$ cat config.mk
export PLATFORM = sky130hd
export DESIGN_NAME = lns_link_node
export DESIGN_NICKNAME = d
export VERILOG_FILES = /design/src/rtl/lns_pkg.sv /design/src/rtl/lns_link_node.sv /design/src/rtl/lns_ms_tick.sv /design/src/rtl/lns_timeout.sv
export SDC_FILE = /design/constraint.sdc
export NUM_CORES = 1
export LEC_CHECK = 0
export ABC_AREA = 1
export BUFFER_PORTS_ARGS = -buffer_cell sky130_fd_sc_hd__buf_2
export CORE_ASPECT_RATIO = 1.25
export CORE_MARGIN = 1.5
export CORE_UTILIZATION = 40
export DETAILED_ROUTE_END_ITERATION = 10
export HOLD_SLACK_MARGIN = 0.05
export MAX_ROUTING_LAYER = met4
export RECOVER_POWER = 50
export SETUP_SLACK_MARGIN = 0.5
export SYNTH_ARGS = -nofsm -noshare
export SYNTH_HDL_FRONTEND = slang
export SYNTH_SLANG_ARGS = --single-unit
$ cat constraint.sdc
create_clock -name clk_sys -period 11.35 [get_ports clk_sys]
set_input_delay 0.5675 -clock clk_sys [delete_from_list [all_inputs] [get_ports clk_sys]]
set_output_delay 0.5675 -clock clk_sys [all_outputs]
set_load 0.03 [all_outputs]
$ cat src/rtl/lns_pkg.sv
// Constants and types of the link node configuration and supervision block
// Notes on behaviour
// - Station node id takes 0 to 63, resets to 0, and 0 means inactive.
// - A selected but missing link board trips and sets fault word one bit 7.
// - Bit-rate codes 0..5 are 20/50/125/250/500/800 kbit/s, 7 is 1 Mbit/s.
// - Silence from the 12-pulse slave for the timeout sets word three bit 2.
// - The 12-pulse timeout runs only while acting as 12-pulse master.
// - A 12-pulse timeout of 0 ms suppresses that fault entirely.
// - The 12-pulse slave id takes 0 to 63, resets to 31, 0 is no slave.
// - Exciter silence sets word one bit 15 (motor 1) or word two bit 2.
// - Exciter timeouts run only as armature converter; 0 ms disables them.
// - Motor 1 exciter id takes 0 to 32, resets to 21, 0 is inactive.
// - Motor 1 exciter id is ignored when its type is unused or on-board.
package lns_pkg;

  localparam int          AW = 4;
  localparam int          DW = 16;

  // Register word addresses
  localparam logic [3:0]  A_STATION   = 4'h0;
  localparam logic [3:0]  A_RATE      = 4'h1;
  localparam logic [3:0]  A_TP_TO     = 4'h2;
  localparam logic [3:0]  A_TP_SLAVE  = 4'h3;
  localparam logic [3:0]  A_FX_TO     = 4'h4;
  localparam logic [3:0]  A_M1_NODE   = 4'h5;
  localparam logic [3:0]  A_M2_NODE   = 4'h6;
  localparam logic [3:0]  A_M1_TYPE   = 4'h7;
  localparam logic [3:0]  A_CTRL      = 4'h8;
  localparam logic [3:0]  A_FW1       = 4'h9;
  localparam logic [3:0]  A_FW2       = 4'hA;
  localparam logic [3:0]  A_FW3       = 4'hB;
  localparam logic [3:0]  A_INT_STAT  = 4'hC;
  localparam logic [3:0]  A_INT_EN    = 4'hD;
  localparam logic [3:0]  A_INT_CLR   = 4'hE;
  localparam logic [3:0]  A_LINK_STAT = 4'hF;

  // Ranges and reset values
  localparam logic [5:0]  STATION_RST  = 6'h00;
  localparam logic [5:0]  TP_SLAVE_RST = 6'h1F;
  localparam logic [5:0]  M1_NODE_RST  = 6'h15;
  localparam logic [5:0]  M1_NODE_MAX  = 6'h20;
  localparam logic [5:0]  M2_NODE_RST  = 6'h1E;
  localparam logic [5:0]  NODE_OFF     = 6'h00;
  localparam logic [5:0]  NODE_MAX     = 6'h3F;
  localparam logic [15:0] TO_RST       = 16'h0064;
  localparam logic [15:0] TO_MAX       = 16'hFA00;
  localparam logic [15:0] TO_OFF       = 16'h0000;

  typedef enum logic [2:0] {
    LNS_R20K  = 3'b000,
    LNS_R50K  = 3'b001,
    LNS_R125K = 3'b010,
    LNS_R250K = 3'b011,
    LNS_R500K = 3'b100,
    LNS_R800K = 3'b101,
    LNS_RBAD  = 3'b110,
    LNS_R1M   = 3'b111
  } lns_rate_t;

  typedef enum logic [1:0] {
    LNS_FX_UNUSED  = 2'b00,
    LNS_FX_ONBOARD = 2'b01,
    LNS_FX_EXTERN  = 2'b10,
    LNS_FX_RSVD    = 2'b11
  } lns_fx_type_t;

  // Control register bits
  localparam int          C_TP_MASTER = 0;
  localparam int          C_ARM_CONV  = 1;
  localparam int          C_BOARD_SEL = 2;

  // Event bits of the interrupt status register
  localparam int          E_BOARD = 0;
  localparam int          E_TP    = 1;
  localparam int          E_M1    = 2;
  localparam int          E_M2    = 3;
  localparam int          NEV     = 4;

  // Fault word bit positions
  localparam int          FW1_BOARD = 7;
  localparam int          FW1_M1    = 15;
  localparam int          FW2_M2    = 2;
  localparam int          FW3_TP    = 2;

  // Millisecond timebase
  localparam int          CLK_PERIOD_NS = 20;
  localparam int          MS_NS         = 1000000;
  localparam int          TICK_CYCLES   = MS_NS / CLK_PERIOD_NS;

endpackage : lns_pkg

$ cat src/rtl/lns_link_node.sv
// Link node configuration registers and communication supervision
//
// Local design decisions: the plain strobed port and the placing of the registers.
`timescale 1ns/1ps
`default_nettype none
module lns_link_node #(
  parameter int TICK_CYCLES = lns_pkg::TICK_CYCLES
) (
  // Clock and reset
  input  wire logic                clk_sys,
  input  wire logic                rst,
  // Register port
  input  wire logic [lns_pkg::AW-1:0] reg_addr,
  input  wire logic [lns_pkg::DW-1:0] reg_wdata,
  input  wire logic                reg_we,
  input  wire logic                reg_re,
  output var  logic [lns_pkg::DW-1:0] reg_rdata,
  // Received messages from the link controller
  input  wire logic                rx_valid,
  input  wire logic [5:0]          rx_node,
  // Link board presence pin
  input  wire logic                board_present,
  // Results
  output var  logic                trip,
  output var  logic                irq,
  output var  logic                station_active,
  output var  logic [5:0]          station_node_id,
  output var  lns_pkg::lns_rate_t  link_bit_rate_select
);
  import lns_pkg::*;

  typedef struct packed {
    logic [5:0]   station;
    lns_rate_t    rate;
    logic [15:0]  tp_to;
    logic [5:0]   tp_slave;
    logic [15:0]  fx_to;
    logic [5:0]   m1_node;
    logic [5:0]   m2_node;
    lns_fx_type_t m1_type;
    logic [2:0]   ctrl;
    logic [NEV-1:0] flags;
    logic [NEV-1:0] int_en;
    logic [DW-1:0] rdata;
    logic [1:0]   board_sync;
    logic         irq;
    logic         trip;
    logic         active;
  } lns_st_t;

  lns_st_t s_q;
  lns_st_t s_d;

  logic           tick;
  logic           tp_run;
  logic           tp_kick;
  logic           tp_exp;
  logic           m1_run;
  logic           m1_kick;
  logic           m1_exp;
  logic           m2_run;
  logic           m2_kick;
  logic           m2_exp;
  logic           m1_used;
  logic           board_lost;
  logic [NEV-1:0] events;
  logic [NEV-1:0] clr;
  logic [DW-1:0]  fw1;
  logic [DW-1:0]  fw2;
  logic [DW-1:0]  fw3;

  lns_ms_tick #(
    .CYCLES  (TICK_CYCLES)
  ) u_tick (
    .clk_sys (clk_sys),
    .rst     (rst),
    .tick    (tick)
  );

  // Supervision enables and message matching
  always_comb begin
    tp_run  = s_q.ctrl[C_TP_MASTER] && s_q.tp_slave != NODE_OFF;
    tp_kick = rx_valid && rx_node == s_q.tp_slave;
    m1_used = s_q.m1_type == LNS_FX_EXTERN
              && s_q.m1_node != NODE_OFF;
    m1_run  = s_q.ctrl[C_ARM_CONV] && m1_used;
    m1_kick = rx_valid && rx_node == s_q.m1_node;
    m2_run  = s_q.ctrl[C_ARM_CONV] && s_q.m2_node != NODE_OFF;
    m2_kick = rx_valid && rx_node == s_q.m2_node;
  end

  // Timers force to zero on a 0 ms limit, so the fault never fires
  lns_timeout u_tp (
    .clk_sys (clk_sys),
    .rst     (rst),
    .tick    (tick),
    .run     (tp_run),
    .kick    (tp_kick),
    .limit   (s_q.tp_to),
    .expired (tp_exp)
  );

  lns_timeout u_m1 (
    .clk_sys (clk_sys),
    .rst     (rst),
    .tick    (tick),
    .run     (m1_run),
    .kick    (m1_kick),
    .limit   (s_q.fx_to),
    .expired (m1_exp)
  );

  lns_timeout u_m2 (
    .clk_sys (clk_sys),
    .rst     (rst),
    .tick    (tick),
    .run     (m2_run),
    .kick    (m2_kick),
    .limit   (s_q.fx_to),
    .expired (m2_exp)
  );

  // Fault words assembled from the sticky flags
  always_comb begin
    fw1 = '0;
    fw2 = '0;
    fw3 = '0;
    fw1[FW1_BOARD] = s_q.flags[E_BOARD];
    fw1[FW1_M1]    = s_q.flags[E_M1];
    fw2[FW2_M2]    = s_q.flags[E_M2];
    fw3[FW3_TP]    = s_q.flags[E_TP];
  end

  always_comb begin
    board_lost = s_q.ctrl[C_BOARD_SEL] && !s_q.board_sync[1];
    events = '0;
    events[E_BOARD] = board_lost;
    events[E_TP]    = tp_exp;
    events[E_M1]    = m1_exp;
    events[E_M2]    = m2_exp;
    clr = '0;
    if (reg_we && reg_addr == A_INT_CLR) begin
      clr = reg_wdata[NEV-1:0];
    end
  end

  always_comb begin
    s_d = s_q;
    // Only bit 1 of the synchroniser feeds logic
    s_d.board_sync = {s_q.board_sync[0], board_present};
    // Set wins over a clear in the same cycle
    s_d.flags = (s_q.flags & ~clr) | events;
    s_d.irq   = |(s_d.flags & s_q.int_en);
    s_d.trip  = s_d.flags[E_BOARD];
    s_d.active = s_q.station != NODE_OFF;
    if (reg_we) begin
      case (reg_addr)
        A_STATION: begin
          // Wider values are dropped, not folded onto a live id
          if (reg_wdata <= DW'(NODE_MAX)) begin
            s_d.station = reg_wdata[5:0];
          end
        end
        A_RATE: begin
          // Code 6 has no rate and is dropped
          if (lns_rate_t'(reg_wdata[2:0]) != LNS_RBAD) begin
            s_d.rate = lns_rate_t'(reg_wdata[2:0]);
          end
        end
        A_TP_TO: begin
          if (reg_wdata <= TO_MAX) begin
            s_d.tp_to = reg_wdata;
          end
        end
        A_TP_SLAVE: begin
          if (reg_wdata <= DW'(NODE_MAX)) begin
            s_d.tp_slave = reg_wdata[5:0];
          end
        end
        A_FX_TO: begin
          if (reg_wdata <= TO_MAX) begin
            s_d.fx_to = reg_wdata;
          end
        end
        A_M1_NODE: begin
          if (reg_wdata <= DW'(M1_NODE_MAX)) begin
            s_d.m1_node = reg_wdata[5:0];
          end
        end
        A_M2_NODE: begin
          if (reg_wdata <= DW'(NODE_MAX)) begin
            s_d.m2_node = reg_wdata[5:0];
          end
        end
        A_M1_TYPE: begin
          s_d.m1_type = lns_fx_type_t'(reg_wdata[1:0]);
        end
        A_CTRL: begin
          s_d.ctrl = reg_wdata[2:0];
        end
        A_INT_EN: begin
          s_d.int_en = reg_wdata[NEV-1:0];
        end
        default: begin
        end
      endcase
    end
    // Read data is valid only in the cycle after the strobe
    s_d.rdata = '0;
    if (reg_re) begin
      case (reg_addr)
        A_STATION:   s_d.rdata = DW'(s_q.station);
        A_RATE:      s_d.rdata = DW'(s_q.rate);
        A_TP_TO:     s_d.rdata = s_q.tp_to;
        A_TP_SLAVE:  s_d.rdata = DW'(s_q.tp_slave);
        A_FX_TO:     s_d.rdata = s_q.fx_to;
        A_M1_NODE:   s_d.rdata = DW'(s_q.m1_node);
        A_M2_NODE:   s_d.rdata = DW'(s_q.m2_node);
        A_M1_TYPE:   s_d.rdata = DW'(s_q.m1_type);
        A_CTRL:      s_d.rdata = DW'(s_q.ctrl);
        A_FW1:       s_d.rdata = fw1;
        A_FW2:       s_d.rdata = fw2;
        A_FW3:       s_d.rdata = fw3;
        A_INT_STAT:  s_d.rdata = DW'(s_q.flags);
        A_INT_EN:    s_d.rdata = DW'(s_q.int_en);
        A_LINK_STAT: s_d.rdata = DW'({m1_used, tp_run, s_q.board_sync[1]});
        default:     s_d.rdata = '0;
      endcase
    end
  end

  always_ff @(posedge clk_sys or posedge rst) begin
    if (rst) begin
      s_q          <= '0;
      s_q.station  <= STATION_RST;
      s_q.rate     <= LNS_R500K;
      s_q.tp_to    <= TO_RST;
      s_q.tp_slave <= TP_SLAVE_RST;
      s_q.fx_to    <= TO_RST;
      s_q.m1_node  <= M1_NODE_RST;
      s_q.m2_node  <= M2_NODE_RST;
      s_q.m1_type  <= LNS_FX_UNUSED;
    end else begin
      s_q <= s_d;
    end
  end

  assign reg_rdata            = s_q.rdata;
  assign irq                  = s_q.irq;
  assign trip                 = s_q.trip;
  assign station_active       = s_q.active;
  assign station_node_id      = s_q.station;
  assign link_bit_rate_select = s_q.rate;
endmodule : lns_link_node
`default_nettype wire

$ cat src/rtl/lns_ms_tick.sv
// Millisecond tick generator for the supervision timers
`timescale 1ns/1ps
`default_nettype none
module lns_ms_tick #(
  parameter int CYCLES = lns_pkg::TICK_CYCLES
) (
  // Clock and reset
  input  wire logic clk_sys,
  input  wire logic rst,
  // Tick
  output var  logic tick
);
  import lns_pkg::*;

  typedef struct packed {
    logic [15:0] cnt;
    logic        tick;
  } lns_tick_st_t;

  lns_tick_st_t s_q;
  lns_tick_st_t s_d;

  always_comb begin
    s_d = s_q;
    s_d.tick = 1'b0;
    if (s_q.cnt == 16'(CYCLES - 1)) begin
      s_d.cnt  = 16'h0000;
      s_d.tick = 1'b1;
    end else begin
      s_d.cnt = s_q.cnt + 16'h0001;
    end
  end

  always_ff @(posedge clk_sys or posedge rst) begin
    if (rst) begin
      s_q <= '0;
    end else begin
      s_q <= s_d;
    end
  end

  assign tick = s_q.tick;
endmodule : lns_ms_tick
`default_nettype wire

$ cat src/rtl/lns_timeout.sv
// Communication break timer counting milliseconds of silence
`timescale 1ns/1ps
`default_nettype none
module lns_timeout (
  // Clock and reset
  input  wire logic        clk_sys,
  input  wire logic        rst,
  // Control
  input  wire logic        tick,
  input  wire logic        run,
  input  wire logic        kick,
  input  wire logic [15:0] limit,
  // Result
  output var  logic        expired
);
  import lns_pkg::*;

  typedef struct packed {
    logic [15:0] cnt;
    logic        hit;
  } lns_to_st_t;

  lns_to_st_t s_q;
  lns_to_st_t s_d;

  always_comb begin
    s_d = s_q;
    s_d.hit = 1'b0;
    // Saturating at the limit gives one event per break, not a stream
    if (!run || kick || limit == TO_OFF) begin
      s_d.cnt = 16'h0000;
    end else if (tick && s_q.cnt != limit) begin
      s_d.cnt = s_q.cnt + 16'h0001;
      s_d.hit = (s_q.cnt + 16'h0001) == limit;
    end
  end

  always_ff @(posedge clk_sys or posedge rst) begin
    if (rst) begin
      s_q <= '0;
    end else begin
      s_q <= s_d;
    end
  end

  assign expired = s_q.hit;
endmodule : lns_timeout
`default_nettype wire

Word level (Yosys, flattened, before mapping). Index checks and enable logic that the tools add are counted.

Add/subtract/negate cells: 4. Multipliers: 0. Div/mod/pow operators: 0. Order comparisons: 3. Equal/unequal tests: 27. Shifts and indexed selects: 0. Muxes and demuxes: 14. Bitwise operators: 4. Reduce and logical (&&, ||, !) cells: 43.

Operators with widths (number): $pmux W16 S15 (1); $mux W16 (5); $add A16 B1 Y16 const B (4); $mux W17 (3); $eq A16 B16 Y1 (3); $ne A16 B16 Y1 (3); $eq A4 B4 Y1 const B (8); $le A16 B6 Y1 const B (2); $logic_not A16 Y1 (2); $reduce_bool A6 Y1 (4); $reduce_and A3 Y1 (7); $eq A6 B6 Y1 (3); $eq A16 B16 Y1 const B (1); $eq A4 B3 Y1 const B (4); $le A16 B16 Y1 const B (1); $logic_and A1 B1 Y1 (12); $and A4 B4 Y4 (2); $eq A4 B2 Y1 const B (2); $logic_or A1 B1 Y1 (6); $reduce_and A2 Y1 (3); $reduce_bool A2 Y1 (3); $eq A4 B1 Y1 const B (1); $logic_not A1 Y1 (4); $logic_not A4 Y1 (1); other kinds (7) (10).

Register bits after elaboration: 161. Latch bits: 0. Memory bits (writable): 0. Memory bits (read-only): 0. Input port bits: 32. Output and inout bits: 28. Logic and storage cells: 119. Memories: 0.

Depth between registers and ports, before layout.
Depth in word-level cells: 8. Gate-level depth with buffers: 13. Depth with buffers taken out: 12.

By module. A second synthesis with hierarchy kept.

Cell total of the unflattened synthesis: 1641. Area total of the unflattened synthesis: 11029.3 um^2.

Modules (own cells, without submodules): lns_link_node (instances 1, cells each 628, area an instance 4882.2 um^2, sequential area each 2326.0 um^2); lns_timeout at u_m1 ... (instances 2, cells each 302, area an instance 1767.9 um^2, sequential area each 425.4 um^2); lns_timeout at u_tp (instances 1, cells each 286, area an instance 1705.4 um^2, sequential area each 425.4 um^2); lns_ms_tick (instances 1, cells each 123, area an instance 905.9 um^2, sequential area each 425.4 um^2).

Least setup slack after synthesis. OpenSTA, ideal clock, no wires.

Path type: input-to-reg. From: input port reg_we. To: register s_q[34] (netlist bit). Library setup time: 0.134 ns. Data arrival time: 1.456 ns. Data required time: 11.216 ns. Setup slack: 9.760 ns. Cell stages on the path: 7. Path buffers: 2. Path through: buf_2 > nand4_1 > nor3_2 > nand3_1 > clkbuf_1 > nand2_1 > o21ai_0.

Word-level cells in the longest chain between the ends: 1.

Ends and longest elaborated chain: start: declaration (RTL line lns_link_node.sv:15) `input wire logic reg_we,`; $reduce_and A3 Y1 (no source line); end: declaration (RTL line lns_link_node.sv:51) `lns_st_t s_q;`.

No other way between the ends. A chain may end at the register's enable or synchronous reset.

==> impl_metrics.csv <==
group,metric,value,unit
clocking,numCtsBuffers,17,
pwr,worst_ir_drop_vdd,0.0961,mV
setup_path,reg2reg_from,"s_q[65]$_DFFE_PP1P_",
sta,maxSlewHeadroom,-1.52,
setup_path,cp_num_buf_inv,4,
routing,via_per_inst,5.04,
outcome,status,"finished, violations left",
synthesis,syn-num-nets,1448,
layout,num-fill-cells,2603,
clocking,cts.clk_slew.worst_paths,0.06,ns
synthesis,avgSynthCellArea,7.15,µm²
routing,ant_nets,0,
global_routing,grt_remaining_overflow,0,
pwr,netSwitchingPower,0.000468,W
clocking,clkLatencyLatePin,0.43,ns
setup_path,slowest_delay,2.74,ns
clocking,cts-root-buf,"clkbuf_16",
setup_path,critPathKind,"input pin to async pin",
setup_path,slowest_stage,"clkbuf_1",
placement,dpl.hpwl,21.8,mm
routing,drt-total-wl,28.4,mm
sta,finalCritPeriodShare,0.435,
floorplan,dieHeight,181,µm
pwr,total_power,0.00156,W
synthesis,synth-seq-cells,160,
sta,rsz0062_at_grt,"false",
setup_path,path_delay_family,"buffers and inverters",
clocking,cts_tree,"built",
setup_path,reg2reg_to,"u_tp.s_q[1]$_DFFE_PP0P_",
pwr,p_leak,5.23,nW
layout,layout-drive-gt1-share,0.112,
run,cap_viol_max_count,2,
clocking,h-tree-depth,4,
setup_path,endpoint_kind,"async pin",
global_routing,grt_antenna_before_repair,0,
sta,hold_violations,0,
setup_path,critPathLaunchType,"input pin",
pwr,intPower,0.00109,W
floorplan,initial_utilization,0.409,
routing,drc,0,
synthesis,synth-edff-count,0,
pwr,combinationalPowerShare,0.153,
global_routing,grt_usage,0.232,
sta,slew_viol_final,112,
clocking,hold_buffers,0,
setup_path,crit_fanout,69,
sta,tightest_slew,3.79,ns
routing,routedWlPerCell,15.9,µm
floorplan,ios,60,
sta,fin_tns_setup,0,ns
global_routing,grt_pass1_wl,46.5,mm
synthesis,synthArstFlopShare,1.00,
placement,port_buffers,59,
setup_path,rrSetupSlack,8.88,ns
global_routing,grt_pass1_vias,8767,
layout,layout_commonest_cell,"nand2_1",
clocking,clkSinkCount,160,
pwr,p_seq_frac,0.426,
global_routing,grt_start_max_net_pins,70,
routing,firstDrtPassIters,6,
routing,vias,8988,
sta,period_needed,4.94,ns
layout,layout_common_cells,"nand2_1, nor2_1, inv_1, dfrtp_1, nand3_1",
synthesis,ys.flop_type,"dfrtp_1",
pwr,swShare,0.300,
min_path,worstHoldStart,"board_present",
synthesis,syn_area,10100,µm²
clocking,cts_buffer_depth,2,
sta,skew,0.00760,ns
floorplan,core,24700,µm²
clocking,cts_setup_buffers,0,
setup_path,worst_r2r_path_depth,8,
min_path,hold_path_end,"s_d[4]$_DFF_PP0_",
routing,drt_iter0_drc,680,
pwr,power_frac_clock,0.420,
synthesis,yosysSeqAreaShare,0.399,
layout,area_delta_synth_final,9.94,%
layout,antennaDiodeCount,0,
placement,place.gp.congestion,0.913,
synthesis,yosys_warnings,0,
synthesis,synthDistinctLibCells,40,
sta,finalSetupViolCount,0,
setup_path,crit_required,11.85,ns
clocking,post_cts_resized,0,
sta,fmax,202,MHz
min_path,worstHoldPathCells,1,
setup_path,crit_chain,"buf_2 -> clkinvlp_2 -> clkbuf_1 -> buf_4",
min_path,hold_class,"input pin to register",
floorplan,rows,64,
pwr,power_density,141,nW/µm²
setup_path,cp.arrival,5.44,ns
outcome,violations,"capacitance limit, slew limit",
floorplan,die_x,145,µm
floorplan,die_area,26200,µm²
synthesis,syn-instance-count,1412,
layout,nNetsFinal,1477,
[worst register-to-register path: stages (launching register included)]
cell and delay, ns:
dfstp_2 0.58, nor2_1 0.05, nand4_1 0.14, nand2_1 0.14
a21oi_1 0.22, nand2_1 0.13, inv_1 0.53, nand2_1 0.31
o21ai_0 0.27
[power groups by stage]
stage                     combinational (W)  clock [W]  sequential [W]
after floorplan                    0.000184          0        0.000656
after global placement             0.000241          0        0.000673
after detailed placement           0.000243          0        0.000674
after CTS                          0.000244   0.000668        0.000664
after global routing               0.000276   0.000692        0.000671
final                              0.000239   0.000656        0.000665
[per-stage QoR]
| step | setup slack [ns] | hold slack (ns) | cell area, µm² | std cells | utilization |
|---|---|---|---|---|---|
| 2_1_floorplan | 6.49 | 0.331 | 10100 | 1412 | - |
| 3_3_place_gp | 8.70 | 0.336 | 10500 | 1752 | 0.425 |
| 3_5_place_dp | 8.60 | 0.347 | 10500 | 1752 | 0.425 |
| 4_1_cts | 8.86 | 0.130 | 11200 | 1784 | 0.453 |
| 5_1_grt | 5.47 | 0.230 | 11100 | 1784 | 0.450 |
| 6_report | 6.41 | 0.244 | 11100 | 1784 | 0.450 |
[flip-flops by register name, indices dropped and copies added (netlist names)]
name / cells
u_tick.tick: 1
u_tp.s_q: 16
fw1: 2
s_q: 60
irq: 1
reg_rdata: 16
u_tp.expired: 1
u_m1.s_q: 16
s_d: 1
fw3: 1
u_m2.expired: 1
station_active: 1
u_tick.s_q: 16
fw2: 1
u_m2.s_q: 16
link_bit_rate_select: 3
u_m1.expired: 1
station_node_id: 6
[layout make-up]
type / count / area, µm² / area share
tap: 330 / 413 / 0.0372
inverter: 173 / 651 / 0.0586
sequential: 160 / 4030 / 0.363
clock buffer: 17 / 425 / 0.0383
timing repair buffer: 62 / 287 / 0.0258
multi-input combinational: 1027 / 5050 / 0.455
clock inverter: 15 / 249 / 0.0224
[cell families (layout without fill, tap and decap cells)]
group,after synthesis,in the layout,share of synthesized area
AOI/OAI and AO/OA,181,181,0.0982
and+or+nand+nor,768,768,0.335
adders and majority gates,4,4,0.00496
buffers and inverters,225,267,0.0986
DFF,160,160,0.399
xor gates and xnor gates,74,74,0.0642
[cells in the mapped netlist, drive strengths merged, types with 4 or more instances]
master,n,area share
a31oi,7,0.0043
nand4,25,0.015
dfrtp,141,0.35
ha,4,0.0050
o22ai,8,0.0050
nand3,121,0.067
xor2,61,0.053
xnor2,13,0.011
clkbuf,7,0.0026
buf,45,0.032
nor2,176,0.075
nand2,420,0.16
nand3b,4,0.0030
nor3,15,0.0084
a21oi,18,0.0089
o21ai,138,0.072
or2,4,0.0025
inv,173,0.064
dfstp,19,0.049
[worst max-delay path by stage]
stage / from / end / slack [ns] / cells after the start
CTS: s_q[65]$_DFFE_PP1P_ / u_tp.s_q[1]$_DFFE_PP0P_ / 8.86 / 8
finish: rst / u_m2.s_q[1]$_DFFE_PP0P_ / 6.41 / 4
floorplan: rst / fw1[15]$_DFF_PP0_ / 6.49 / 1
global placement: reg_wdata[0] / s_q[69]$_DFFE_PP0P_ / 8.70 / 9
global route: rst / u_m2.s_q[1]$_DFFE_PP0P_ / 5.47 / 4
detailed placement: reg_wdata[0] / s_q[72]$_DFFE_PP0P_ / 8.60 / 9
[per-layer routing]
layer  GRT usage  share of wire  routed length [µm]
met5           -              0                   0
met4       0.100          0.034                 977
met3      0.0370          0.041                1160
met2       0.384           0.49               13800
met1       0.281           0.44               12400
Power figures use the tool's default switching activity.
